**config.mk**
```make
export PLATFORM = sky130hd
export DESIGN_NAME = nvm_access_control
export DESIGN_NICKNAME = d
export VERILOG_FILES = /design/src/rtl/nvmac_pkg.sv /design/src/rtl/nvm_access_control.sv
export VERILOG_INCLUDE_DIRS = /design/src /design/src/rtl
export SDC_FILE = /design/constraint.sdc
export NUM_CORES = 1
export LEC_CHECK = 0
export ABC_CLOCK_PERIOD_IN_PS = 2430
export BUFFER_PORTS_ARGS = -buffer_cell sky130_fd_sc_hd__buf_2
export CORE_MARGIN = 2
export CORE_UTILIZATION = 41
export DETAILED_ROUTE_END_ITERATION = 8
export SLEW_MARGIN = 15
export SYNTH_ARGS = -nofsm -noshare
export SYNTH_HDL_FRONTEND = slang
export SYNTH_SLANG_ARGS = --single-unit
```
**constraint.sdc**
```tcl
create_clock -name core_clk -period 2.43 [get_ports core_clk]
set_input_delay 0.3645 -clock core_clk [delete_from_list [all_inputs] [get_ports core_clk]]
set_output_delay 0.3645 -clock core_clk [all_outputs]
set_load 0.05 [all_outputs]
```
**src/rtl/nvmac_defs.svh**
```systemverilog
// Offsets, field positions, reset values and timing counts of the access block
`ifndef NVMAC_DEFS_SVH
`define NVMAC_DEFS_SVH

// ==========================================================
// Register offsets
`define NVMAC_OFS_CTRL     2'h0
`define NVMAC_OFS_STATUS   2'h1
`define NVMAC_OFS_MASK     2'h2

// ==========================================================
// Control register fields
`define NVMAC_BIT_PGM      7
`define NVMAC_BIT_CFG      6
`define NVMAC_BIT_RSVD     5
`define NVMAC_BIT_ERASE    4
`define NVMAC_BIT_WERR     3
`define NVMAC_BIT_WRITE_ENABLE_BIT     2
`define NVMAC_BIT_WR       1
`define NVMAC_BIT_RD       0

// ==========================================================
// Event status fields and reset values
`define NVMAC_EVT_DONE     0
`define NVMAC_EVT_WERR     1
`define NVMAC_EVT_RST      2'h0
`define NVMAC_MASK_RST     2'h0

// ==========================================================
// Self-timed write length
`define NVMAC_CLK_HZ       20000000
`define NVMAC_WRITE_NS     4000000
`define NVMAC_WRITE_CYC    ((`NVMAC_WRITE_NS / 1000) * (`NVMAC_CLK_HZ / 1000000))
`define NVMAC_CNT_W        17

`endif

```
**src/rtl/nvmac_pkg.sv**
```systemverilog
// Types shared by the access block
package nvmac_pkg;

  typedef enum logic [1:0] {
    NVMAC_IDLE = 2'b01,
    NVMAC_BUSY = 2'b10
  } nvmac_state_t;

  typedef logic [1:0] nvmac_target_t;

endpackage : nvmac_pkg

```
**src/rtl/nvm_access_control.sv**
```systemverilog
// Control and status logic for nonvolatile memory read, write and erase
//
// Implementation choices: the strobed register port and the register offsets.
`timescale 1ns/1ns
`default_nettype none
`include "nvmac_defs.svh"

// Overview of operation
// - With the memory-select bit set, operations go to flash program memory, else to EEPROM.
// - With the config-select bit set, operations go to the configuration registers instead.
// - With row-erase set, the next write erases the pointed row and row-erase clears at the end.
// - The write-error flag sets on a warm reset (coldStart low) during a write or an improper write attempt.
// - Write and erase cycles start only while the write-enable bit is one.
// - Setting write-control starts a self-timed cycle and hardware clears it when done.
// - Software can only set write-control; writing zero to it does nothing.
// - Setting read-control starts a one-cycle read and hardware then clears the bit.
// - Read-control cannot be set while memory-select or config-select is one.
// - A warm-reset write error leaves memory-select and config-select as they were; an improper attempt loads them from the written byte.
module nvm_access_control
  import nvmac_pkg::*;
#(
  parameter int unsigned WRITE_CYCLES = `NVMAC_WRITE_CYC
) (
  input  wire logic        core_clk,
  input  wire logic        rst_n,
  input  wire logic        coldStart,
  input  wire logic [1:0]  regAddr,
  input  wire logic [7:0]  regWrData,
  input  wire logic        regWrite,
  input  wire logic        regRead,
  output logic      [7:0]  regRdData,
  input  wire logic [21:0] tablePointer,
  output logic             memReadStart,
  output logic             memWriteStart,
  output logic             memEraseStart,
  output logic             memBusy,
  output logic      [1:0]  memTarget,
  output logic      [21:0] memRowAddr,
  output logic             irq
);

  // ==========================================================
  // State
  nvmac_state_t             state_reg;
  nvmac_state_t             state_next;
  logic [`NVMAC_CNT_W-1:0]  cnt_reg;
  logic [`NVMAC_CNT_W-1:0]  cnt_next;
  logic                     selPgm_reg;
  logic                     selPgm_next;
  logic                     selCfg_reg;
  logic                     selCfg_next;
  logic                     rowErase_reg;
  logic                     rowErase_next;
  logic                     write_error_flag_reg;
  logic                     write_error_flag_next;
  logic                     write_enable_bit_reg;
  logic                     write_enable_bit_next;
  logic                     wrCtl_reg;
  logic                     wrCtl_next;
  logic                     rdCtl_reg;
  logic                     rdCtl_next;
  logic [1:0]               status_reg;
  logic [1:0]               status_next;
  logic [1:0]               mask_reg;
  logic [1:0]               mask_next;
  logic [7:0]               rdData_reg;
  logic [7:0]               rdData_next;
  logic                     irq_reg;
  logic                     irq_next;
  logic                     mRd_reg;
  logic                     mRd_next;
  logic                     mWr_reg;
  logic                     mWr_next;
  logic                     mEr_reg;
  logic                     mEr_next;
  nvmac_target_t            mTgt_reg;
  nvmac_target_t            mTgt_next;
  logic [21:0]              mAddr_reg;
  logic [21:0]              mAddr_next;
  logic                     rdCtlSeen_reg;

  logic                     ctrlWr;
  logic                     lastCnt;
  logic                     busy;
  logic [1:0]               events;

  function automatic logic [7:0] ctrlPack(
    input logic pgm,
    input logic cfg,
    input logic er,
    input logic err,
    input logic en,
    input logic wr,
    input logic rd
  );
    ctrlPack = {pgm, cfg, 1'b0, er, err, en, wr, rd};
  endfunction : ctrlPack

  assign ctrlWr  = regWrite && (regAddr == `NVMAC_OFS_CTRL);
  assign busy    = (state_reg == NVMAC_BUSY);
  assign lastCnt = (cnt_reg == `NVMAC_CNT_W'(WRITE_CYCLES - 1));

  // ==========================================================
  // Control register and sequencer
  always_comb begin
    state_next    = state_reg;
    cnt_next      = cnt_reg;
    selPgm_next   = selPgm_reg;
    selCfg_next   = selCfg_reg;
    rowErase_next = rowErase_reg;
    write_error_flag_next    = write_error_flag_reg;
    write_enable_bit_next     = write_enable_bit_reg;
    wrCtl_next    = wrCtl_reg;
    rdCtl_next    = 1'b0;
    mRd_next      = 1'b0;
    mWr_next      = 1'b0;
    mEr_next      = 1'b0;
    mTgt_next     = mTgt_reg;
    mAddr_next    = mAddr_reg;
    events        = 2'h0;
    if (ctrlWr) begin
      // Target and erase option frozen mid-cycle so the target stays traceable
      if (!busy) begin
        selPgm_next   = regWrData[`NVMAC_BIT_PGM];
        selCfg_next   = regWrData[`NVMAC_BIT_CFG];
        rowErase_next = regWrData[`NVMAC_BIT_ERASE];
      end
      write_error_flag_next = regWrData[`NVMAC_BIT_WERR];
      write_enable_bit_next  = regWrData[`NVMAC_BIT_WRITE_ENABLE_BIT];
      // A zero written to write-control is simply dropped
      if (regWrData[`NVMAC_BIT_WR] && !busy) begin
        if (write_enable_bit_next) begin
          state_next = NVMAC_BUSY;
          cnt_next   = '0;
          wrCtl_next = 1'b1;
          mTgt_next  = {selCfg_next, selPgm_next};
          mAddr_next = tablePointer;
          mEr_next   = rowErase_next;
          mWr_next   = !rowErase_next;
        end else begin
          write_error_flag_next = 1'b1;
          events[`NVMAC_EVT_WERR] = 1'b1;
        end
      end else if (regWrData[`NVMAC_BIT_RD] && !busy && !rdCtl_reg
                   && !selPgm_next && !selCfg_next) begin
        rdCtl_next = 1'b1;
        mRd_next   = 1'b1;
        mTgt_next  = 2'h0;
        mAddr_next = tablePointer;
      end
    end
    if (busy) begin
      cnt_next = cnt_reg + `NVMAC_CNT_W'(1);
      if (lastCnt) begin
        state_next    = NVMAC_IDLE;
        wrCtl_next    = 1'b0;
        rowErase_next = 1'b0;
        events[`NVMAC_EVT_DONE] = 1'b1;
      end
    end
    if (!rst_n) begin
      // A warm reset that cuts a cycle short is remembered; targets kept
      if (busy) begin
        write_error_flag_next = 1'b1;
      end
      state_next    = NVMAC_IDLE;
      cnt_next      = '0;
      rowErase_next = 1'b0;
      write_enable_bit_next     = 1'b0;
      wrCtl_next    = 1'b0;
      rdCtl_next    = 1'b0;
      mRd_next      = 1'b0;
      mWr_next      = 1'b0;
      mEr_next      = 1'b0;
      events        = 2'h0;
      if (coldStart) begin
        selPgm_next = 1'b0;
        selCfg_next = 1'b0;
        write_error_flag_next  = 1'b0;
        mTgt_next   = 2'h0;
        mAddr_next  = '0;
      end
    end
  end

  always_ff @(posedge core_clk) begin
    state_reg    <= state_next;
    cnt_reg      <= cnt_next;
    selPgm_reg   <= selPgm_next;
    selCfg_reg   <= selCfg_next;
    rowErase_reg <= rowErase_next;
    write_error_flag_reg    <= write_error_flag_next;
    write_enable_bit_reg     <= write_enable_bit_next;
    wrCtl_reg    <= wrCtl_next;
    rdCtl_reg    <= rdCtl_next;
    mRd_reg      <= mRd_next;
    mWr_reg      <= mWr_next;
    mEr_reg      <= mEr_next;
    mTgt_reg     <= mTgt_next;
    mAddr_reg    <= mAddr_next;
  end

  // ==========================================================
  // Events, mask, interrupt and read port
  always_comb begin
    status_next = status_reg;
    mask_next   = mask_reg;
    rdData_next = 8'h00;
    if (regWrite && (regAddr == `NVMAC_OFS_STATUS)) begin
      status_next = status_reg & ~regWrData[1:0];
    end
    if (regWrite && (regAddr == `NVMAC_OFS_MASK)) begin
      mask_next = regWrData[1:0];
    end
    // Set wins over a clear in the same cycle
    status_next = status_next | events;
    if (regRead) begin
      unique case (regAddr)
        `NVMAC_OFS_CTRL: begin
          rdData_next = ctrlPack(selPgm_reg, selCfg_reg, rowErase_reg,
                                 write_error_flag_reg, write_enable_bit_reg, wrCtl_reg, rdCtl_reg);
        end
        `NVMAC_OFS_STATUS: begin
          rdData_next = {6'h00, status_reg};
        end
        `NVMAC_OFS_MASK: begin
          rdData_next = {6'h00, mask_reg};
        end
        default: begin
          rdData_next = 8'h00;
        end
      endcase
    end
    if (!rst_n) begin
      status_next = `NVMAC_EVT_RST;
      mask_next   = `NVMAC_MASK_RST;
      rdData_next = 8'h00;
    end
    irq_next = |(status_next & mask_next);
  end

  always_ff @(posedge core_clk) begin
    status_reg <= status_next;
    mask_reg   <= mask_next;
    rdData_reg <= rdData_next;
    irq_reg    <= irq_next;
  end

  assign regRdData     = rdData_reg;
  assign irq           = irq_reg;
  assign memReadStart  = mRd_reg;
  assign memWriteStart = mWr_reg;
  assign memEraseStart = mEr_reg;
  assign memBusy       = wrCtl_reg;
  assign memTarget     = mTgt_reg;
  assign memRowAddr    = mAddr_reg;

  // ==========================================================
  // Checks
  always_ff @(posedge core_clk) begin
    rdCtlSeen_reg <= regRead && (regAddr == `NVMAC_OFS_CTRL);
  end

  wr_clear_a: assert property (@(posedge core_clk) disable iff (!rst_n)
    busy && lastCnt |=> !wrCtl_reg && !busy)
    else $error("write-control not cleared at end of cycle");

  wr_zero_a: assert property (@(posedge core_clk) disable iff (!rst_n)
    busy && !lastCnt && ctrlWr && !regWrData[`NVMAC_BIT_WR] |=> wrCtl_reg)
    else $error("write of zero cleared write-control");

  rd_pulse_a: assert property (@(posedge core_clk) disable iff (!rst_n)
    $rose(rdCtl_reg) |-> memReadStart ##1 !rdCtl_reg)
    else $error("read-control not a one-cycle pulse");

  rd_refuse_a: assert property (@(posedge core_clk) disable iff (!rst_n)
    rdCtl_reg |-> !selPgm_reg && !selCfg_reg)
    else $error("read started with program or config select");

  write_enable_bit_gate_a: assert property (@(posedge core_clk) disable iff (!rst_n)
    $rose(wrCtl_reg) |-> write_enable_bit_reg && (memWriteStart || memEraseStart))
    else $error("write started without write enable");

  bad_write_a: assert property (@(posedge core_clk) disable iff (!rst_n)
    ctrlWr && !busy && regWrData[`NVMAC_BIT_WR] && !regWrData[`NVMAC_BIT_WRITE_ENABLE_BIT]
    |=> write_error_flag_reg && !wrCtl_reg && status_reg[`NVMAC_EVT_WERR])
    else $error("improper write not flagged");

  sel_hold_a: assert property (@(posedge core_clk) disable iff (!rst_n)
    busy |=> $stable(selPgm_reg) && $stable(selCfg_reg))
    else $error("target select changed during a write");

  erase_clear_a: assert property (@(posedge core_clk) disable iff (!rst_n)
    busy && lastCnt |=> !rowErase_reg)
    else $error("row-erase not cleared at completion");

  target_a: assert property (@(posedge core_clk) disable iff (!rst_n)
    memWriteStart || memEraseStart |-> memTarget == {selCfg_reg, selPgm_reg})
    else $error("memory target does not follow select bits");

  done_evt_a: assert property (@(posedge core_clk) disable iff (!rst_n)
    busy && lastCnt |=> status_reg[`NVMAC_EVT_DONE] && (irq || !mask_reg[`NVMAC_EVT_DONE]))
    else $error("completion event not raised");

  rsvd_zero_a: assert property (@(posedge core_clk) disable iff (!rst_n)
    rdCtlSeen_reg |-> !regRdData[`NVMAC_BIT_RSVD])
    else $error("reserved control bit read as one");

  irq_level_a: assert property (@(posedge core_clk) disable iff (!rst_n)
    irq == |(status_reg & mask_reg))
    else $error("interrupt does not match status and mask");

endmodule : nvm_access_control
`default_nettype wire

```
Yosys cells after proc, flatten, opt, wreduce, memory -nomap -nowiden
Cells that the tools add are included.

storage, ports and cells
  output and inout port bits = 37
  register bits = 65

operators by class
  muxes and demuxes = 59
  add/sub/neg operators = 1
  reductions and logical operators = 22
  equality and inequality tests = 4
  bitwise gates (word level) = 6

operator list
  operator                 number
  $mux W22                 6
  $mux W17                 4
  $mux W1                  32
  $mux W2                  16
  $pmux W8 S3              1
  $add A17 B1 Y17 const B  1
  $eq A17 B17 Y1 const B   1
  $logic_and A1 B1 Y1      8
  $reduce_bool A2 Y1       3
  $logic_not A1 Y1         5
  $and A2 B2 Y2            2
  $eq A2 B2 Y1 const B     2
  $reduce_and A4 Y1        1
  $reduce_and A3 Y1        1
  $reduce_or A3 Y1         1
  $eq A2 B1 Y1 const B     1
  $logic_not A2 Y1         1
  $not A1 Y1               2
  $not A2 Y2               1
  $or A2 B2 Y2             1
  $reduce_and A2 Y1        1
  $reduce_or A2 Y1         1

Depth between registers and ports, before layout
  word-level depth = 11
  depth in mapped cells = 6

Least setup slack after synthesis
Ideal clock, no wire load.

  path kind = register to register
  start point = register memReadStart (netlist name)
  end point = register mAddr_reg[11] (netlist: memRowAddr[11])
  arrival = 1482 ps
  cell stages (with the launch flop) = 6
  setup time = 70 ps
  setup slack = 878 ps
  cells stage by stage = dfxtp_1 -> nor4_2 -> a21oi_2 -> buf_1 -> o21ai_1 -> a21oi_1

RTL lines
  item                    RTL line                   text
  end signal: assignment  nvm_access_control.sv:200  mAddr_reg <= mAddr_next;
  end: declaration        nvm_access_control.sv:78   logic [21:0] mAddr_reg;

Worst setup path after layout
  start point = register state_reg[0]
  end point = register cnt_reg[8]

on the way
  cells in the longest elaborated chain, start to end = 5
  elaborated cells between the ends (all ways) = 8
  those cells by class = eq/ne: 1; mux: 1; reduce/logical: 6

ends and longest elaborated chain
  item                                 RTL line                   text
  start: declaration                   nvm_access_control.sv:44   nvmac_state_t state_reg;
  start signal: assignment             nvm_access_control.sv:187  state_reg <= state_next;
  $eq A2 B2 Y1 (*)                     nvm_access_control.sv:100  assign busy = (state_reg == NVMAC_BUSY);
  $logic_not A1 Y1                     nvm_access_control.sv:131  if (regWrData[`NVMAC_BIT_WR] && !busy) begin
  $logic_and A1 B1 Y1                  nvm_access_control.sv:131
  $reduce_bool A2 Y1 (no source line)  -
  $reduce_and A3 Y1 (no source line)   -
  end signal: assignment               nvm_access_control.sv:188  cnt_reg <= cnt_next;
  end: declaration                     nvm_access_control.sv:46   logic [`NVMAC_CNT_W-1:0] cnt_reg;

Mark *: on every way between the ends. The rest lies on a longest branch, timed or not.
A chain may end at the register's enable or synchronous reset.

==> results.sh <==
export IMPL_power_density_mw_per_mm2=638
export IMPL_die_x_um=86.5
export IMPL_yosysTopAreaCellShare_pct=46.0
export IMPL_finalHoldViolCount=0
export IMPL_synth_cell_types=54
export IMPL_synth_area_leaders="dfxtp_1 (46%), a21oi_1 (7.0%), nand3_1 (6.1%)"
export IMPL_crit_path_top_delay_cell="nand2b_1"
export IMPL_relSlewSlack_pct=35.4
export IMPL_worstSkewPairLatency_ns=0.34
export IMPL_vias_per_cell=5.51
export IMPL_path_cells="nand2b_1, nand3_1, nand4_1, o31ai_1"
export IMPL_post_route_util_pct=49.1
export IMPL_dpl_hpwl_mm=4.64
export IMPL_slowest_delay_ns=0.49
export IMPL_post_cts_resized=0
export IMPL_cts_tree="built"
export IMPL_synth_top_cells_by_count="dfxtp_1 (64), a21oi_1 (39), nand3_1 (34)"
export IMPL_port_buffers=71
export IMPL_synth_edf_count=0
export IMPL_period_minus_slack_ns=1.77
export IMPL_grt_usage_pct=18.6
export IMPL_grt_max_degree=28
export IMPL_worstReg2RegEnd="cnt_reg[8]"
export IMPL_cp_buffers_inverters=0
export IMPL_synth_avg_cell_area_um2=8.66
export IMPL_syn_to_final_growth_pct=17.7
export IMPL_cts_buffers=9
export IMPL_clkPwrFrac_pct=37.1
export IMPL_placementRows=30
export IMPL_ir_drop_mv=0.310
export IMPL_seqPwrFrac_pct=51.9
export IMPL_grt_pass1_vias=2440
export IMPL_worstSetupPathDepth=4
export IMPL_routed_via_count=2584
export IMPL_final_antenna_net_count=0
export IMPL_grt_pass1_wl_mm=11.1
export IMPL_status="finished, final reports clean"
export IMPL_fp_dieH_um=86.5
export IMPL_synth_area_mm2=0.00279
export IMPL_antenna_found_initial=0
export IMPL_die_area_mm2=0.00747
export IMPL_fmax_mhz=566
export IMPL_max_clock_path_buffers=2
export IMPL_cp_required_ns=2.63
export IMPL_yosys_area_top_type="dfxtp_1"
export IMPL_antenna_cells=0
export IMPL_synth_most_common_cell="dfxtp_1"
export IMPL_critPathMaxFanout=15
export IMPL_slew_viol_final=0
export IMPL_ys_ff_latch=64
export IMPL_crit_start="state_reg[0]"
export IMPL_wire_per_inst_um=14.5
export IMPL_cp_endpoint="cnt_reg[8]"
export IMPL_p_int_w=0.00150
export IMPL_cp_top_family="simple AND/OR/NAND/NOR gates"
export IMPL_crit_path_start_kind="flip-flop"
export IMPL_worstSetupPathType="reg2reg"
export IMPL_tightest_slew_ns=0.969
export IMPL_cts_sinks=64
export IMPL_finClkSkew_ns=0.0108
export IMPL_firstDrtPassIters=4
export IMPL_fin_crit_sh_pct=72.8
export IMPL_fin_nets=423
export IMPL_largest_register_ffs=22
export IMPL_ys_dominant_reg_cell="dfxtp_1"
export IMPL_maxCapViolations=0
export IMPL_syn_nets=360
export IMPL_r2r_cells=4
export IMPL_gp_congestion=0.851
export IMPL_critPathArrivalTime_ns=1.97
export IMPL_dr_first_iter_drc_count=156
export IMPL_setup_violations=0
export IMPL_r2r_start="state_reg[0]"
export IMPL_ys_async_sr_fraction_pct=0
export IMPL_combPwrFrac_pct=11.0
export IMPL_cts_setup_buffers=0
export IMPL_root_buffer="clkbuf_8"
export IMPL_core_area_mm2=0.00668
export IMPL_drc=0
export IMPL_r2r_slack_ns=0.66
export IMPL_cts_hold_buf=0
export IMPL_io_pins=74
export IMPL_start_util_pct=41.7
export IMPL_switching_share_pct=28.2
export IMPL_switchingPower_w=0.000590
export IMPL_h_tree_depth=3
export IMPL_drive_gt1_share_pct=24.9
export IMPL_syn_inst=322
export IMPL_gr_total_overflow=0
export IMPL_seq_area_frac_synth_pct=46.0
export IMPL_end_kind="flip-flop"
export IMPL_path_clk_slew_ns=0.06
export IMPL_hold_path_class="in2reg"
export IMPL_leakage_nw=1.32
export IMPL_rsz0062_at_grt="no"
export IMPL_finalSetupTns_ns=0
export IMPL_nFillCells=668
export IMPL_drt_wl_total_mm=6.82
export IMPL_yosys_warnings=0
[through the flow]
stage,instance area [um^2],hold slack [ns],setup slack [ns],std cells,total power [W]
global placement,3120,0.441,0.528,454,0.00134
floorplan,2790,0.430,0.878,322,0.00128
finish,3280,0.239,0.662,469,0.00209
global route,3280,0.251,0.499,469,0.00217
CTS,3280,0.232,0.676,469,0.00211
detailed placement,3120,0.443,0.542,454,0.00134
[how the worst min path moves through the flow]
stage          cells after the start                 start       endpoint
2_1_floorplan                      1  write_enable_bit_reg   regRdData[2]
3_3_place_gp                       1            selPgm_reg   regRdData[7]
3_5_place_dp                       1            selPgm_reg   regRdData[7]
4_1_cts                            2          regWrData[4]  memWriteStart
5_1_grt                            2          regWrData[4]  memWriteStart
6_report                           2          regWrData[4]  memWriteStart
[cell families after synthesis]
family | Yosys count | share of synthesized area [%]
AOI/OAI and AO/OA | 94 | 19.3
xor gates and xnor gates | 1 | 0.314
adders and majority gates | 1 | 0.449
buffers and inverters | 27 | 6.19
DFF | 64 | 46.0
muxes | 4 | 1.44
other | 1 | 0.135
and+or+nand+nor | 130 | 26.3
[power by group through the flow]
stage / logic [W] / registers (W) / clock network, W
after detailed placement: 0.000230 / 0.00111 / 0
after floorplan: 0.000103 / 0.00117 / 0
after global routing: 0.000249 / 0.00109 / 0.000835
final: 0.000230 / 0.00109 / 0.000778
after global placement: 0.000229 / 0.00111 / 0
after CTS: 0.000231 / 0.00109 / 0.000793
[area by class of cell]
class	instances	area, um^2	area share (%)
clock buffer	10	128	3.89
clock inverter	5	35.0	1.07
inverter	4	15.0	0.458
multi-input combinational	231	1340	40.7
sequential	64	1280	39.1
tap	80	100	3.05
timing repair buffer	75	385	11.7
[cells in the final DEF, fill, tap and decap left out, types with 3 or more instances in the layout]
cell / n
clkbuf_8: 9
and4_1: 3
nor3_1: 4
mux2i_1: 4
nand3_1: 34
buf_4: 4
nand2b_1: 3
nor2_1: 13
o21ai_1: 21
nand2_1: 32
o31ai_1: 3
nand4b_1: 3
and2_1: 10
nand4_1: 9
a21oi_1: 39
o21ai_0: 12
buf_2: 71
dfxtp_1: 64
a31oi_1: 3
inv_1: 4
[layer usage]
metal,part of all wire (%),vias up,track usage [%]
li1,-,1286,-
met1,47,1218,23.7
met2,46,68,29.8
met3,5.3,12,4.38
met4,1.9,0,9.09
met5,0,-,0
(Power assumes the default switching activity.)
